===== src/verilog/rpdr_pkg.sv =====
// Constants shared by the power-up, reset pin and trim logic of the clock block.
// Assumes a 40 MHz system clock and byte-wide register access.
package rpdr_pkg;

  localparam int unsigned CLK_HZ = 40_000_000;
  localparam int unsigned TEST_FREQ_HZ = 512;
  // Half a period of the test wave, rounded down to whole clock cycles.
  localparam int unsigned HALF_CYCLES = CLK_HZ / (2 * TEST_FREQ_HZ);
  localparam int unsigned COPY_TIME_US = 8000;
  localparam int unsigned COPY_CYCLES = (CLK_HZ / 1_000_000) * COPY_TIME_US;

  localparam int unsigned WAVE_CNT_W = 16;
  localparam int unsigned COPY_CNT_W = 19;
  localparam int unsigned CTRL_W = 24;

  localparam logic [7:0] CAL_CTRL_ADDR = 8'h08;
  localparam logic [7:0] TRIM_ADDR = 8'h12;
  localparam int unsigned FT_POS = 6;
  localparam logic [7:0] CAL_RESET = 8'h00;
  localparam logic [7:0] TRIM_RESET = 8'h00;
  localparam logic [7:0] RDATA_NONE = 8'h00;
  // Arbitrary stand-in for the factory-programmed trim value.
  localparam logic [7:0] FACTORY_TRIM_DEFAULT = 8'h40;

  // Layout of the loose power-up control bits.
  localparam int unsigned HALT_POS = 0;
  localparam int unsigned OSC_FAIL_POS = 1;
  localparam int unsigned TIMER_EN_POS = 2;
  localparam int unsigned TIMER_PULSE_POS = 3;
  localparam int unsigned TIMER_IRQ_POS = 4;
  localparam int unsigned TCS_LO_POS = 5;
  localparam int unsigned TCS_HI_POS = 6;
  localparam int unsigned RS_LOW_POS = 7;
  localparam int unsigned RS_UP_LSB = 8;
  localparam int unsigned TRIM_LOAD_POS = 11;
  localparam int unsigned A2_IRQ_POS = 12;
  localparam int unsigned A2_EN_POS = 13;
  localparam int unsigned A1_RPT_LSB = 14;
  localparam int unsigned A2_RPT_LSB = 19;
  // Halt, oscillator fail, both timer clock selects and lowest rate select set.
  localparam logic [CTRL_W-1:0] CTRL_INIT = 24'h0000E3;

  typedef enum logic [1:0] {
    RPDR_TRIM_USER,
    RPDR_TRIM_COPY,
    RPDR_TRIM_LOCKED
  } rpdr_trim_state_t;

endpackage


===== src/verilog/rpdr_top.sv =====
// Power-up control of the clock block: shared test/reset pin, power-up defaults of the
// control bits and the factory trim copy into the analog trim register.
// Assumes supply_good comes registered from the supply monitor and register accesses
// arrive as single-cycle strobes from the serial interface.
module rpdr_top #(
  parameter int unsigned HALF_PERIOD_CYCLES = rpdr_pkg::HALF_CYCLES,
  parameter int unsigned COPY_DELAY_CYCLES = rpdr_pkg::COPY_CYCLES,
  parameter logic [7:0] FACTORY_TRIM = rpdr_pkg::FACTORY_TRIM_DEFAULT
) (
  input wire logic clk,
  input wire logic rst_n,
  input wire logic supply_good,
  input wire logic battery_retained,
  input wire logic [7:0] reg_addr,
  input wire logic reg_wr,
  input wire logic reg_rd,
  input wire logic [7:0] reg_wdata,
  output logic [7:0] reg_rdata,
  input wire logic ctrl_wr,
  input wire logic [rpdr_pkg::CTRL_W-1:0] ctrl_wdata,
  output logic [rpdr_pkg::CTRL_W-1:0] ctrl_bits,
  output logic [7:0] calibration_control,
  output logic [7:0] analog_trim,
  output logic trim_copy_busy,
  input wire logic test_or_reset_pin_in,
  output logic test_or_reset_pin_out,
  output logic test_or_reset_pin_oe
);
  import rpdr_pkg::*;

  logic rst_sync_n;
  logic sg_ok;
  logic sg_prev;
  logic sg_rise;
  logic sg_fall;
  logic freq_test_enable;
  logic wave;
  logic [WAVE_CNT_W-1:0] wave_cnt;
  logic [COPY_CNT_W-1:0] copy_cnt;
  logic trim_load;
  rpdr_trim_state_t trim_state;

  localparam logic [WAVE_CNT_W-1:0] WAVE_LAST = WAVE_CNT_W'(HALF_PERIOD_CYCLES - 1);
  localparam logic [COPY_CNT_W-1:0] COPY_LAST = COPY_CNT_W'(COPY_DELAY_CYCLES - 1);

  function automatic logic [7:0] read_mux(input logic [7:0] addr, input logic [7:0] cal,
                                          input logic [7:0] trim);
    logic [7:0] val;
    val = RDATA_NONE;
    if (addr == CAL_CTRL_ADDR) begin
      val = cal;
    end else if (addr == TRIM_ADDR) begin
      val = trim;
    end
    return val;
  endfunction

  rpdr_sync u_rst_sync (
    .clk(clk),
    .rst_n(rst_n),
    .d(1'b1),
    .q(rst_sync_n)
  );

  // Supply good crosses into this domain before anything looks at it.
  rpdr_sync u_sg_sync (
    .clk(clk),
    .rst_n(rst_sync_n),
    .d(supply_good),
    .q(sg_ok)
  );

  always_ff @(posedge clk or negedge rst_sync_n) begin
    if (!rst_sync_n) begin
      sg_prev <= 1'b0;
    end else begin
      sg_prev <= sg_ok;
    end
  end

  // The first good cycle after reset also counts as a power-up.
  assign sg_rise = sg_ok && !sg_prev;
  assign sg_fall = !sg_ok && sg_prev;
  assign freq_test_enable = calibration_control[FT_POS];
  assign trim_load = ctrl_bits[TRIM_LOAD_POS];

  // Calibration control; the supply logic overrides the test enable bit of a software write in the same cycle.
  always_ff @(posedge clk or negedge rst_sync_n) begin
    if (!rst_sync_n) begin
      calibration_control <= CAL_RESET;
    end else begin
      if (reg_wr && reg_addr == CAL_CTRL_ADDR) begin
        calibration_control <= reg_wdata;
      end
      if (sg_rise || !sg_ok) begin
        calibration_control[FT_POS] <= 1'b0;
      end
    end
  end

  // Bits with no defined default come up at zero here, but software must not count on it.
  always_ff @(posedge clk or negedge rst_sync_n) begin
    if (!rst_sync_n) begin
      ctrl_bits <= CTRL_INIT;
    end else begin
      if (ctrl_wr) begin
        ctrl_bits <= ctrl_wdata;
      end
      if (sg_rise && battery_retained) begin
        ctrl_bits[HALT_POS] <= 1'b1;
        ctrl_bits[TIMER_EN_POS] <= 1'b0;
      end
    end
  end

  // Square wave phase; held high and re-armed whenever the test is off.
  always_ff @(posedge clk or negedge rst_sync_n) begin
    if (!rst_sync_n) begin
      wave <= 1'b1;
      wave_cnt <= '0;
    end else if (sg_ok && freq_test_enable) begin
      if (wave_cnt == WAVE_LAST) begin
        wave_cnt <= '0;
        wave <= !wave;
      end else begin
        wave_cnt <= wave_cnt + 1'b1;
      end
    end else begin
      wave <= 1'b1;
      wave_cnt <= '0;
    end
  end

  // The pin is open drain: it is pulled low for reset and for the low half of the wave.
  always_ff @(posedge clk or negedge rst_sync_n) begin
    if (!rst_sync_n) begin
      test_or_reset_pin_oe <= 1'b1;
      test_or_reset_pin_out <= 1'b0;
    end else begin
      test_or_reset_pin_out <= 1'b0;
      test_or_reset_pin_oe <= !sg_ok || (freq_test_enable && !wave);
    end
  end

  // Factory trim copy. The wait stands in for the slow transfer the host must sit out.
  always_ff @(posedge clk or negedge rst_sync_n) begin
    if (!rst_sync_n) begin
      trim_state <= RPDR_TRIM_USER;
      copy_cnt <= '0;
      trim_copy_busy <= 1'b0;
    end else begin
      case (trim_state)
        RPDR_TRIM_USER: begin
          copy_cnt <= '0;
          if (trim_load) begin
            trim_state <= RPDR_TRIM_COPY;
            trim_copy_busy <= 1'b1;
          end
        end
        RPDR_TRIM_COPY: begin
          if (!trim_load) begin
            trim_state <= RPDR_TRIM_USER;
            trim_copy_busy <= 1'b0;
          end else if (copy_cnt == COPY_LAST) begin
            trim_state <= RPDR_TRIM_LOCKED;
            trim_copy_busy <= 1'b0;
          end else begin
            copy_cnt <= copy_cnt + 1'b1;
          end
        end
        RPDR_TRIM_LOCKED: begin
          if (!trim_load) begin
            trim_state <= RPDR_TRIM_USER;
          end
        end
        default: begin
          trim_state <= RPDR_TRIM_USER;
          trim_copy_busy <= 1'b0;
        end
      endcase
    end
  end

  always_ff @(posedge clk or negedge rst_sync_n) begin
    if (!rst_sync_n) begin
      analog_trim <= TRIM_RESET;
    end else if (trim_state == RPDR_TRIM_COPY && trim_load && copy_cnt == COPY_LAST) begin
      analog_trim <= FACTORY_TRIM;
    end else if (reg_wr && reg_addr == TRIM_ADDR && !trim_load &&
                 trim_state == RPDR_TRIM_USER) begin
      analog_trim <= reg_wdata;
    end
  end

  always_ff @(posedge clk or negedge rst_sync_n) begin
    if (!rst_sync_n) begin
      reg_rdata <= RDATA_NONE;
    end else if (reg_rd) begin
      reg_rdata <= read_mux(reg_addr, calibration_control, analog_trim);
    end
  end

  property p_wave_toggles;
    @(posedge clk) disable iff (!rst_sync_n)
    (sg_ok && freq_test_enable && wave_cnt == WAVE_LAST) |=> (wave != $past(wave));
  endproperty
  a_wave_toggles: assert property (p_wave_toggles)
    else $error("test wave did not toggle at end of half period");

  property p_wave_low_drives;
    @(posedge clk) disable iff (!rst_sync_n)
    (sg_ok && freq_test_enable && !wave) |=> test_or_reset_pin_oe;
  endproperty
  a_wave_low_drives: assert property (p_wave_low_drives)
    else $error("pin not pulled low in low half of test wave");

  property p_idle_high;
    @(posedge clk) disable iff (!rst_sync_n)
    (sg_ok && !freq_test_enable) |=> !test_or_reset_pin_oe;
  endproperty
  a_idle_high: assert property (p_idle_high)
    else $error("pin pulled low with test off and supply good");

  property p_fail_resets;
    @(posedge clk) disable iff (!rst_sync_n)
    (sg_fall && freq_test_enable) |=> (!freq_test_enable && test_or_reset_pin_oe);
  endproperty
  a_fail_resets: assert property (p_fail_resets)
    else $error("supply failure did not clear test enable and assert reset");

  // Checked for as long as supply stays low, so a short dip does not trip it falsely.
  property p_fail_holds;
    @(posedge clk) disable iff (!rst_sync_n)
    !sg_ok |=> (!freq_test_enable && test_or_reset_pin_oe);
  endproperty
  a_fail_holds: assert property (p_fail_holds)
    else $error("test enable set or reset released while supply low");

  property p_powerup_ft_clear;
    @(posedge clk) disable iff (!rst_sync_n)
    sg_rise |=> !freq_test_enable;
  endproperty
  a_powerup_ft_clear: assert property (p_powerup_ft_clear)
    else $error("test enable not cleared at power-up");

  property p_init_defaults;
    @(posedge clk) disable iff (!rst_sync_n)
    $rose(rst_sync_n) |-> (ctrl_bits == CTRL_INIT);
  endproperty
  a_init_defaults: assert property (p_init_defaults)
    else $error("control bits not at initial defaults after reset");

  property p_subsequent_powerup;
    @(posedge clk) disable iff (!rst_sync_n)
    (sg_rise && battery_retained) |=>
      (ctrl_bits[HALT_POS] && !ctrl_bits[TIMER_EN_POS] &&
       ctrl_bits[RS_LOW_POS] == $past(ctrl_wr ? ctrl_wdata[RS_LOW_POS] : ctrl_bits[RS_LOW_POS]));
  endproperty
  a_subsequent_powerup: assert property (p_subsequent_powerup)
    else $error("battery-backed power-up defaults wrong");

  property p_copy_loads;
    @(posedge clk) disable iff (!rst_sync_n)
    (trim_state == RPDR_TRIM_COPY && trim_load && copy_cnt == COPY_LAST) |=>
      (analog_trim == FACTORY_TRIM && trim_state == RPDR_TRIM_LOCKED && !trim_copy_busy);
  endproperty
  a_copy_loads: assert property (p_copy_loads)
    else $error("factory trim not loaded at end of copy");

  property p_copy_busy;
    @(posedge clk) disable iff (!rst_sync_n)
    (trim_state == RPDR_TRIM_COPY) |-> trim_copy_busy;
  endproperty
  a_copy_busy: assert property (p_copy_busy)
    else $error("copy in progress without busy flag");

  property p_locked_readonly;
    @(posedge clk) disable iff (!rst_sync_n)
    (trim_state == RPDR_TRIM_LOCKED && reg_wr && reg_addr == TRIM_ADDR) |=> $stable(analog_trim);
  endproperty
  a_locked_readonly: assert property (p_locked_readonly)
    else $error("locked analog trim changed on write");

  property p_user_write;
    @(posedge clk) disable iff (!rst_sync_n)
    (reg_wr && reg_addr == TRIM_ADDR && !trim_load && trim_state == RPDR_TRIM_USER) |=>
      (analog_trim == $past(reg_wdata));
  endproperty
  a_user_write: assert property (p_user_write)
    else $error("analog trim write not stored");

  property p_sg_sync;
    @(posedge clk) disable iff (!rst_sync_n)
    ($past(rst_sync_n, 2)) |-> (sg_ok == $past(supply_good, 2));
  endproperty
  a_sg_sync: assert property (p_sg_sync)
    else $error("supply good not delayed by two synchroniser stages");

endmodule


===== src/verilog/rpdr_sync.sv =====
// Two-flop synchroniser with an asynchronous clear to zero.
// Assumes d may change at any time relative to clk.
module rpdr_sync (
  input wire logic clk,
  input wire logic rst_n,
  input wire logic d,
  output logic q
);

  logic stage1;

  always_ff @(posedge clk or negedge rst_n) begin
    if (!rst_n) begin
      stage1 <= 1'b0;
      q <= 1'b0;
    end else begin
      stage1 <= d;
      q <= stage1;
    end
  end

endmodule


===== config.mk =====
export PLATFORM = sky130hd
export DESIGN_NAME = rpdr_top
export DESIGN_NICKNAME = d
export VERILOG_FILES = /design/src/verilog/rpdr_pkg.sv /design/src/verilog/rpdr_top.sv /design/src/verilog/rpdr_sync.sv
export SDC_FILE = /design/constraint.sdc
export NUM_CORES = 1
export LEC_CHECK = 0
export BUFFER_PORTS_ARGS = -buffer_cell sky130_fd_sc_hd__buf_2
export CAP_MARGIN = 40
export CORE_ASPECT_RATIO = 0.5
export CORE_MARGIN = 2
export CORE_UTILIZATION = 48
export CTS_CLUSTER_SIZE = 30
export DETAILED_ROUTE_END_ITERATION = 8
export PLACE_DENSITY = 0.75
export SLEW_MARGIN = 20
export SYNTH_ARGS = -nofsm -noshare
export SYNTH_HDL_FRONTEND = slang
export SYNTH_SLANG_ARGS = --single-unit

===== constraint.sdc =====
create_clock -name clk -period 4.6 [get_ports clk]
set_input_delay 0.92 -clock clk [delete_from_list [all_inputs] [get_ports clk]]
set_output_delay 0.92 -clock clk [all_outputs]
set_load 0.005 [all_outputs]

# Word-level counts from Yosys, hierarchy flattened
# Cells that the tools add are included.
[totals]
ff_bits = 93
out_inout_bits = 51
word_cells = 81
input_bits = 48
[op_classes]
eq_ne = 12
n_addsub = 2
n_reduce_logical = 24
mux = 25
bitwise = 1
[op_table]
columns = ["operator", "n"]
rows = [
  ["19-bit 2-to-1 mux", 2],
  ["19-bit one-hot mux with 2 select lines", 1],
  ["16-bit 2-to-1 mux", 2],
  ["8-bit 2-to-1 mux", 4],
  ["19-bit by 1-bit adder with 19-bit output, second input constant", 1],
  ["19-bit equality test, second input constant", 1],
  ["16-bit by 1-bit adder with 16-bit output, second input constant", 1],
  ["16-bit equality test, second input constant", 1],
  ["1-bit logical AND", 10],
  ["3-bit AND reduction", 3],
  ["8-bit by 4-bit equality test with 1-bit output, second input constant", 1],
  ["8-bit by 5-bit equality test with 1-bit output, second input constant", 1],
  ["1-bit 2-to-1 mux", 8],
  ["2-bit 2-to-1 mux", 4],
  ["2-bit != test, second input constant", 4],
  ["2-bit nonzero test", 4],
  ["7-bit 2-to-1 mux", 1],
  ["2-bit one-hot mux with 3 select lines", 1],
  ["1-bit zero test", 4],
  ["3-bit 2-to-1 mux", 1],
  ["3-bit != test, second input constant", 1],
  ["1-bit one-hot mux with 3 select lines", 1],
  ["2-bit by 1-bit equality test with 1-bit output, second input constant", 1],
  ["2-bit equality test, second input constant", 1],
  ["other kinds (4)", 5],
]

# Logic depth before layout (Yosys ltp)
# Gate-level depths: netlist (run 1).
[logic_depth]
word_depth = 6
mapped_depth = 8
mapped_depth_nobuf = 7

# Hierarchy
# From an unflattened synthesis (run 1), not the netlist that was laid out.
[hier_totals]
cells_unflattened = 383
hier_area_um2 = 4257.8
[modules_own_cells]
columns = ["mod", "seq_area_each_um2", "n_inst", "area_per_inst_um2", "cells_each"]
rows = [
  ["rpdr_top", 2235.9, 1, 4157.7, 379],
  ["rpdr_sync", 50.0, 2, 50.0, 2],
]

# Least setup slack after synthesis (run 1)
# No wires, ideal clock.
[synth_timing]
kind = "input to register"
startpoint = "input port reg_addr[0]"
endpoint = "register calibration_control[0]"
slack_ps = 2301
setup_time_ps = 125
t_arrival_ps = 2174
n_path_buf = 1
path_stages = 5
required_time_ps = 4475
path_cell_list = "nor3_2 > nand3_2 > or4b_1 > buf_4 > mux2_4"
[synth_via]
elab_chain_len = 2
[synth_rtl]
columns = ["item", "line", "rtl"]
rows = [
  ["start, declared", "rpdr_top.sv:14", "input wire logic [7:0] reg_addr,"],
  ["8-bit by 4-bit equality test with 1-bit output", "rpdr_top.sv:92", "if (reg_wr && reg_addr == CAL_CTRL_ADDR) begin"],
  ["1-bit logical AND", "rpdr_top.sv:92", ""],
  ["end signal, assigned", "rpdr_top.sv:93", "calibration_control <= reg_wdata;"],
  ["end, declared", "rpdr_top.sv:22", "output logic [7:0] calibration_control,"],
]
# No other way between the ends.
# A chain may end at the register's enable or synchronous reset.

# Worst setup path in the final report (run 1)
[layout_timing]
startpoint = "input port reg_addr[0]"
endpoint = "register calibration_control[2]"
# The elaborated chain is that of the path after synthesis.

==> results.yml, run 1 <==
clock_network:
  htree_num_levels: 3
  cts_setup_buffers: 0
  clockBufferDepth: 2
  ctsResizeCount: 0
  cts_sinks: 93
  cts_tree: "built"
  clk_latency_ps: 340
  clkSlewWorstSetupHoldPaths_ps: 60
  root_buffer: "clkbuf_16"
  numCtsBuffers: 9
  postCtsHoldBufs: 0
synthesis:
  synthTopCellsByArea: "dfrtp_1 (52%), mux2_2 (6.3%), nor2_1 (4.7%)"
  synth_seq_cells: 93
  yosysTopAreaCellShare_pct: 52.1
  async_reset_ff_share_pct: 100
  post-synth-top-count-cell: "dfrtp_1"
  avgSynthCellArea_um2: 11.4
  syn-num-nets: 413
  synth_common_cells: "dfrtp_1 (86), nor2_1 (52), mux2_2 (23), nand3_1 (23), nand2_1 (19)"
  yosysTopAreaCell: "dfrtp_1"
  ys_types: 49
  ys_seq_area_share_pct: 56.6
  yosys_most_used_dff: "dfrtp_1"
  syn_area_um2: 4130
  yosysWarnings: 0
  synthCells: 362
  synth-edff-count: 0
timing:
  rsz0062_at_grt: "no"
  min_period_over_period_pct: 49.7
  whs_ps: 313
  clock_skew_ps: 8.29
  period_needed_ps: 2280
  max_freq_mhz: 438
  worst_slew_pin_slew_ps: 759
  maxSlewHeadroom_pct: 49.0
  slew_violations: 0
  setup_violations: 0
  setup_tns_ps: 0
  hold_viol_final: 0
global_route:
  grt_pass1_wl_um: 14400
  gr-usage-all-layers_pct: 19.2
  overflow: 0
  antenna_found_initial: 0
  grt_max_degree: 50
  grt_pass1_vias: 2976
floorplan:
  die_w_um: 135
  pin_count: 99
  chipHeight_um: 69.6
  dieArea_um2: 9400
  placementRows: 23
  core_um2: 8170
  start_util_pct: 50.5
finish:
  fin_area_um2: 5030
  syn_to_final_growth_pct: 21.8
  nets: 509
  final_util_pct: 61.5
  fillers: 669
  drive_gt1_share_pct: 34.8
  diodes: 0
placement:
  dp_hpwl_um: 5940
  port_buffers: 96
  gp_congestion: 0.806
  placedInstanceArea_um2: 4710
power:
  p_leak_nw: 2.30
  power_mw: 1.81
  irDropWorstVdd_v: 0.000188
  p_per_area_nw_per_um2: 360
worst_hold_path:
  hp-class: "reg -> async"
route:
  via_count: 3040
  wl_per_cell_um: 14.8
  drc: 0
  via_per_inst: 5.29
  drt-pass1-iter-count: 4
  drt_iter0_markers: 195
  routed_wl_um: 8520
  antenna_left: 0
worst_setup_path:
  critPathCaptureType: "register"
  criticalPathCategory: "in -> reg"
  rr_endpoint: "copy_cnt[7]"
  arrival_ps: 2510
  critPathLaunchType: "input port"
  max_stage_delay_ps: 760
  reg2reg_from: "copy_cnt[0]"
  rr_worst_depth: 6
  startpoint: "reg_addr[0]"
  cp.required_ps: 4830
  cpMaxStageDelayCell: "or4b_1"
  critPathMaxFanout: 8
  crit_path_end: "calibration_control[2]"
  r2r_setup_slack_ps: 2440
  worstPathCellList: "buf_2 -> nor3_2 -> nand3_2 -> or4b_1 -> mux2_4"
outcome:
  status: "complete, no violations"
run:
  drv_cap: 0
-- per-layer routing --
| layer | share of wire, % | global-route usage (%) | up-vias |
|---|---|---|---|
| met2 | 47 | 30.7 | 84 |
| li1 | - | - | 1463 |
| met3 | 5.4 | 5.12 | 17 |
| met4 | 1.9 | 6.71 | 0 |
| met5 | 0 | 0 | - |
| met1 | 46 | 25.5 | 1476 |
-- power breakdown --
group          leakage [nW]  total, mW  internal [mW]  switching [mW]
logic                 0.948      0.144         0.0722          0.0715
clock network         0.151      0.771          0.467           0.304
registers              1.20      0.893          0.861          0.0323
-- cells in the final DEF (no fill, tap or decap), types with 3 or more instances in the layout --
| cell type | instances |
|---|---|
| clkbuf_8 | 3 |
| a21oi_1 | 13 |
| clkbuf_16 | 9 |
| o21a_1 | 3 |
| dfstp_2 | 7 |
| nor3_1 | 10 |
| mux2_2 | 23 |
| buf_2 | 96 |
| mux2_4 | 7 |
| nand4_1 | 7 |
| nor4_1 | 4 |
| nor2_1 | 52 |
| nand3_1 | 23 |
| xor2_1 | 18 |
| mux2i_1 | 9 |
| inv_1 | 6 |
| ha_1 | 3 |
| xnor2_1 | 7 |
| dfrtp_1 | 85 |
| o21ai_0 | 8 |
| a31oi_1 | 3 |
| a22oi_1 | 8 |
| nand2_1 | 19 |
-- sequential cells by signal (all words and copies together), names as in the netlist --
signal,flops
analog_trim,8
ctrl_bits,24
trim_copy_busy,1
copy_cnt,19
sg_prev,1
u_rst_sync.stage1,1
wave,1
u_sg_sync.q,1
wave_cnt,16
reg_rdata,8
u_sg_sync.stage1,1
calibration_control,8
test_or_reset_pin_oe,1
u_rst_sync.q,1
trim_state,2
-- per-stage QoR --
stage	std cells	worst slack (ps)
after floorplan	362	1830
after global placement	558	1960
after detailed placement	559	1950
after CTS	575	2310
after global routing	575	2240
final	575	2320
-- critical path: cells and delay by family --
| kind | cells | cell delay, ps |
|---|---|---|
| buffers and inverters | 1 | 100 |
| muxes | 1 | 390 |
| and+or+nand+nor | 3 | 1100 |
-- cell families (layout without fill, tap and decap cells) --
group           after synthesis  after routing  synth area share, %
compound gates               43             43                 6.85
xor+xnor                     25             25                 5.30
fa+ha+maj                     3              3                0.909
buf+inv                      19            120                 2.03
flops                        93             93                 56.6
mux                          39             39                 11.0
other cells                   2              2                0.182
simple gates                138            138                 17.2
-- worst min-delay path by stage --
| stage | end | slack, ps | cells after the start |
|---|---|---|---|
| detailed placement | u_sg_sync.q | 330 | 0 |
| finish | u_sg_sync.q | 310 | 0 |
| global placement | ctrl_bits[23] | 330 | 0 |
| global route | u_rst_sync.q | 350 | 1 |
| CTS | wave_cnt[12] | 340 | 0 |
| floorplan | u_rst_sync.q | 330 | 0 |
-- cell type report --
cell class                 instances  area (um2)  share of cell area (%)
clock buffer                      12         267                    5.30
clock inverter                     4        53.8                    1.07
inverter                           6        22.5                   0.448
multi-input combinational        250        1710                    34.0
sequential                        93        2340                    46.5
tap                              112         140                    2.79
timing repair buffer              98         495                    9.86
(Power assumes the default switching activity.)
==> inputs of run 2 (changes only) <==
- PLACE_DENSITY: 0.75 -> 0.78
- clock period: 4.6 -> 1.9 ns (I/O delays scaled with it)
==> run 2 against run 1 <==
  * Clock skew decreased by 3.3 ps
  * Clock-buffer cell count decreased by 1
  * Power increased by 140%
  * Highest routed layer unchanged
==> results.yml, run 2 (same netlist as run 1, synthesis figures left out) <==
finish:
  final_cell_mix: "buf_2 (96), dfrtp_1 (85), nor2_1 (52)"
  layout.cells.most_common: "buf_2"
  nets: 526
  diodes: 0
  fillers: 647
  seqCellArea_um2: 2340
  fin_area_um2: 5190
  largest_reg_flops: 24
  multiInputGateArea_um2: 1720
  final_util_pct: 63.5
  stdcell_count: 592
  top_register: "ctrl_bits"
  reg_top3: "ctrl_bits (24), copy_cnt (19), wave_cnt (16)"
  drive_gt1_share_pct: 37.3
  syn_to_final_growth_pct: 25.7
worst_setup_path:
  criticalPathCategory: "reg -> reg"
  critPathLaunchType: "register"
  cp.required_ps: 2180
  rr_endpoint: "trim_state[1]"
  r2r_setup_slack_ps: 160
  critPathCaptureType: "register"
  reg2reg_from: "copy_cnt[1]"
  rr_worst_depth: 7
  critPathMaxFanout: 9
  arrival_ps: 2020
global_route:
  grt_max_degree: 45
  grt_pass1_wl_um: 15100
  grt_pass1_vias: 3180
  gr-usage-all-layers_pct: 20.6
  overflow: 0
  antenna_found_initial: 0
route:
  drt-pass1-iter-count: 4
  drc: 0
  via_per_inst: 5.25
  via_count: 3109
  antenna_left: 0
  drt_iter0_markers: 185
  wl_per_cell_um: 15.1
  routed_wl_um: 8960
placement:
  dp_slack_ps: -36.6
  placedInstanceArea_um2: 4850
  dpl.cell_count: 575
  dp_hpwl_um: 6440
  gp_congestion: 0.812
  port_buffers: 96
timing:
  rsz0062_at_grt: "no"
  clock_skew_ps: 4.96
  min_period_over_period_pct: 91.7
  setup_ws_ps: 158
  hold_viol_final: 0
  setup_violations: 0
  whs_ps: 148
  setup_tns_ps: 0
  period_needed_ps: 1740
  slew_violations: 0
  max_freq_mhz: 574
power:
  p_leak_nw: 2.39
  switching_power_mw: 0.998
  swShare_pct: 22.9
  clkPwrFrac_pct: 42.0
  irDropWorstVdd_v: 0.000470
  power_mw: 4.36
  seqPwrFrac_pct: 49.3
  combPwrFrac_pct: 8.7
  p_int_mw: 3.37
  p_per_area_nw_per_um2: 841
worst_hold_path:
  holdPathEnd: "u_sg_sync.stage1"
  hp-start: "supply_good"
  min_delay_path_depth: 1
  hp-class: "in -> reg"
clock_network:
  numCtsBuffers: 9
  clk_latency_ps: 340
  cts_setup_buffers: 0
  htree_num_levels: 3
  cts_sinks: 93
  root_buffer: "clkbuf_16"
  clockBufferDepth: 2
  clkSlewWorstSetupHoldPaths_ps: 60
  cts_tree: "built"
floorplan:
  start_util_pct: 50.5
  core_um2: 8170
  pin_count: 99
  dieArea_um2: 9400
  placementRows: 23
  die_w_um: 135
  chipHeight_um: 69.6
outcome:
  status: "complete, no violations"
run:
  drv_cap: 0
run 2: timing repair:
item,in CTS,in global routing
setup endpoints to repair,0,17
resized for setup,0,3
endpoints found under the hold margin,2,0
hold buffers,1,0
run 2: critical path, stage by stage (launching register included):
cell	delay (ps)
dfrtp_1	390
ha_1	210
nand3_1	110
or2_4	310
buf_4	150
nor4_4	190
buf_4	200
a31o_1	120
run 2: routing by layer:
layer	GRT usage [%]	vias to the layer above	part of all wire (%)	wire [um]
met5	0	-	0	0
met4	6.60	0	1.4	121
met3	4.82	14	5.1	457
met2	36.0	82	51	4560
met1	25.5	1517	43	3820
li1	-	1496	-	-
run 2: area by class of cell:
| cell class | instances | area share, % |
|---|---|---|
| Inverter | 6 | 0.434 |
| Clock buffer | 11 | 4.87 |
| Sequential cell | 93 | 45.1 |
| Clock inverter | 5 | 1.13 |
| Timing Repair Buffer | 115 | 12.5 |
| Tap cell | 112 | 2.70 |
| Multi-Input combinational cell | 250 | 33.2 |
run 2: worst max path at each step:
stage                     slack, ps        start                endpoint
after global routing             30  copy_cnt[1]          analog_trim[6]
final                           160  copy_cnt[1]           trim_state[1]
after CTS                        80  copy_cnt[1]          analog_trim[6]
after detailed placement        -40  reg_addr[0]  calibration_control[3]
after floorplan                 110  copy_cnt[0]             copy_cnt[7]
after global placement            2  reg_addr[0]  calibration_control[5]
run 2: power by group through the flow:
stage	Sequential, mW	Combinational [mW]	Clock (mW)
after floorplan	2.21	0.155	0
after global placement	2.19	0.369	0
after detailed placement	2.19	0.380	0
after CTS	2.15	0.384	1.88
after global routing	2.17	0.421	1.95
final	2.15	0.378	1.83
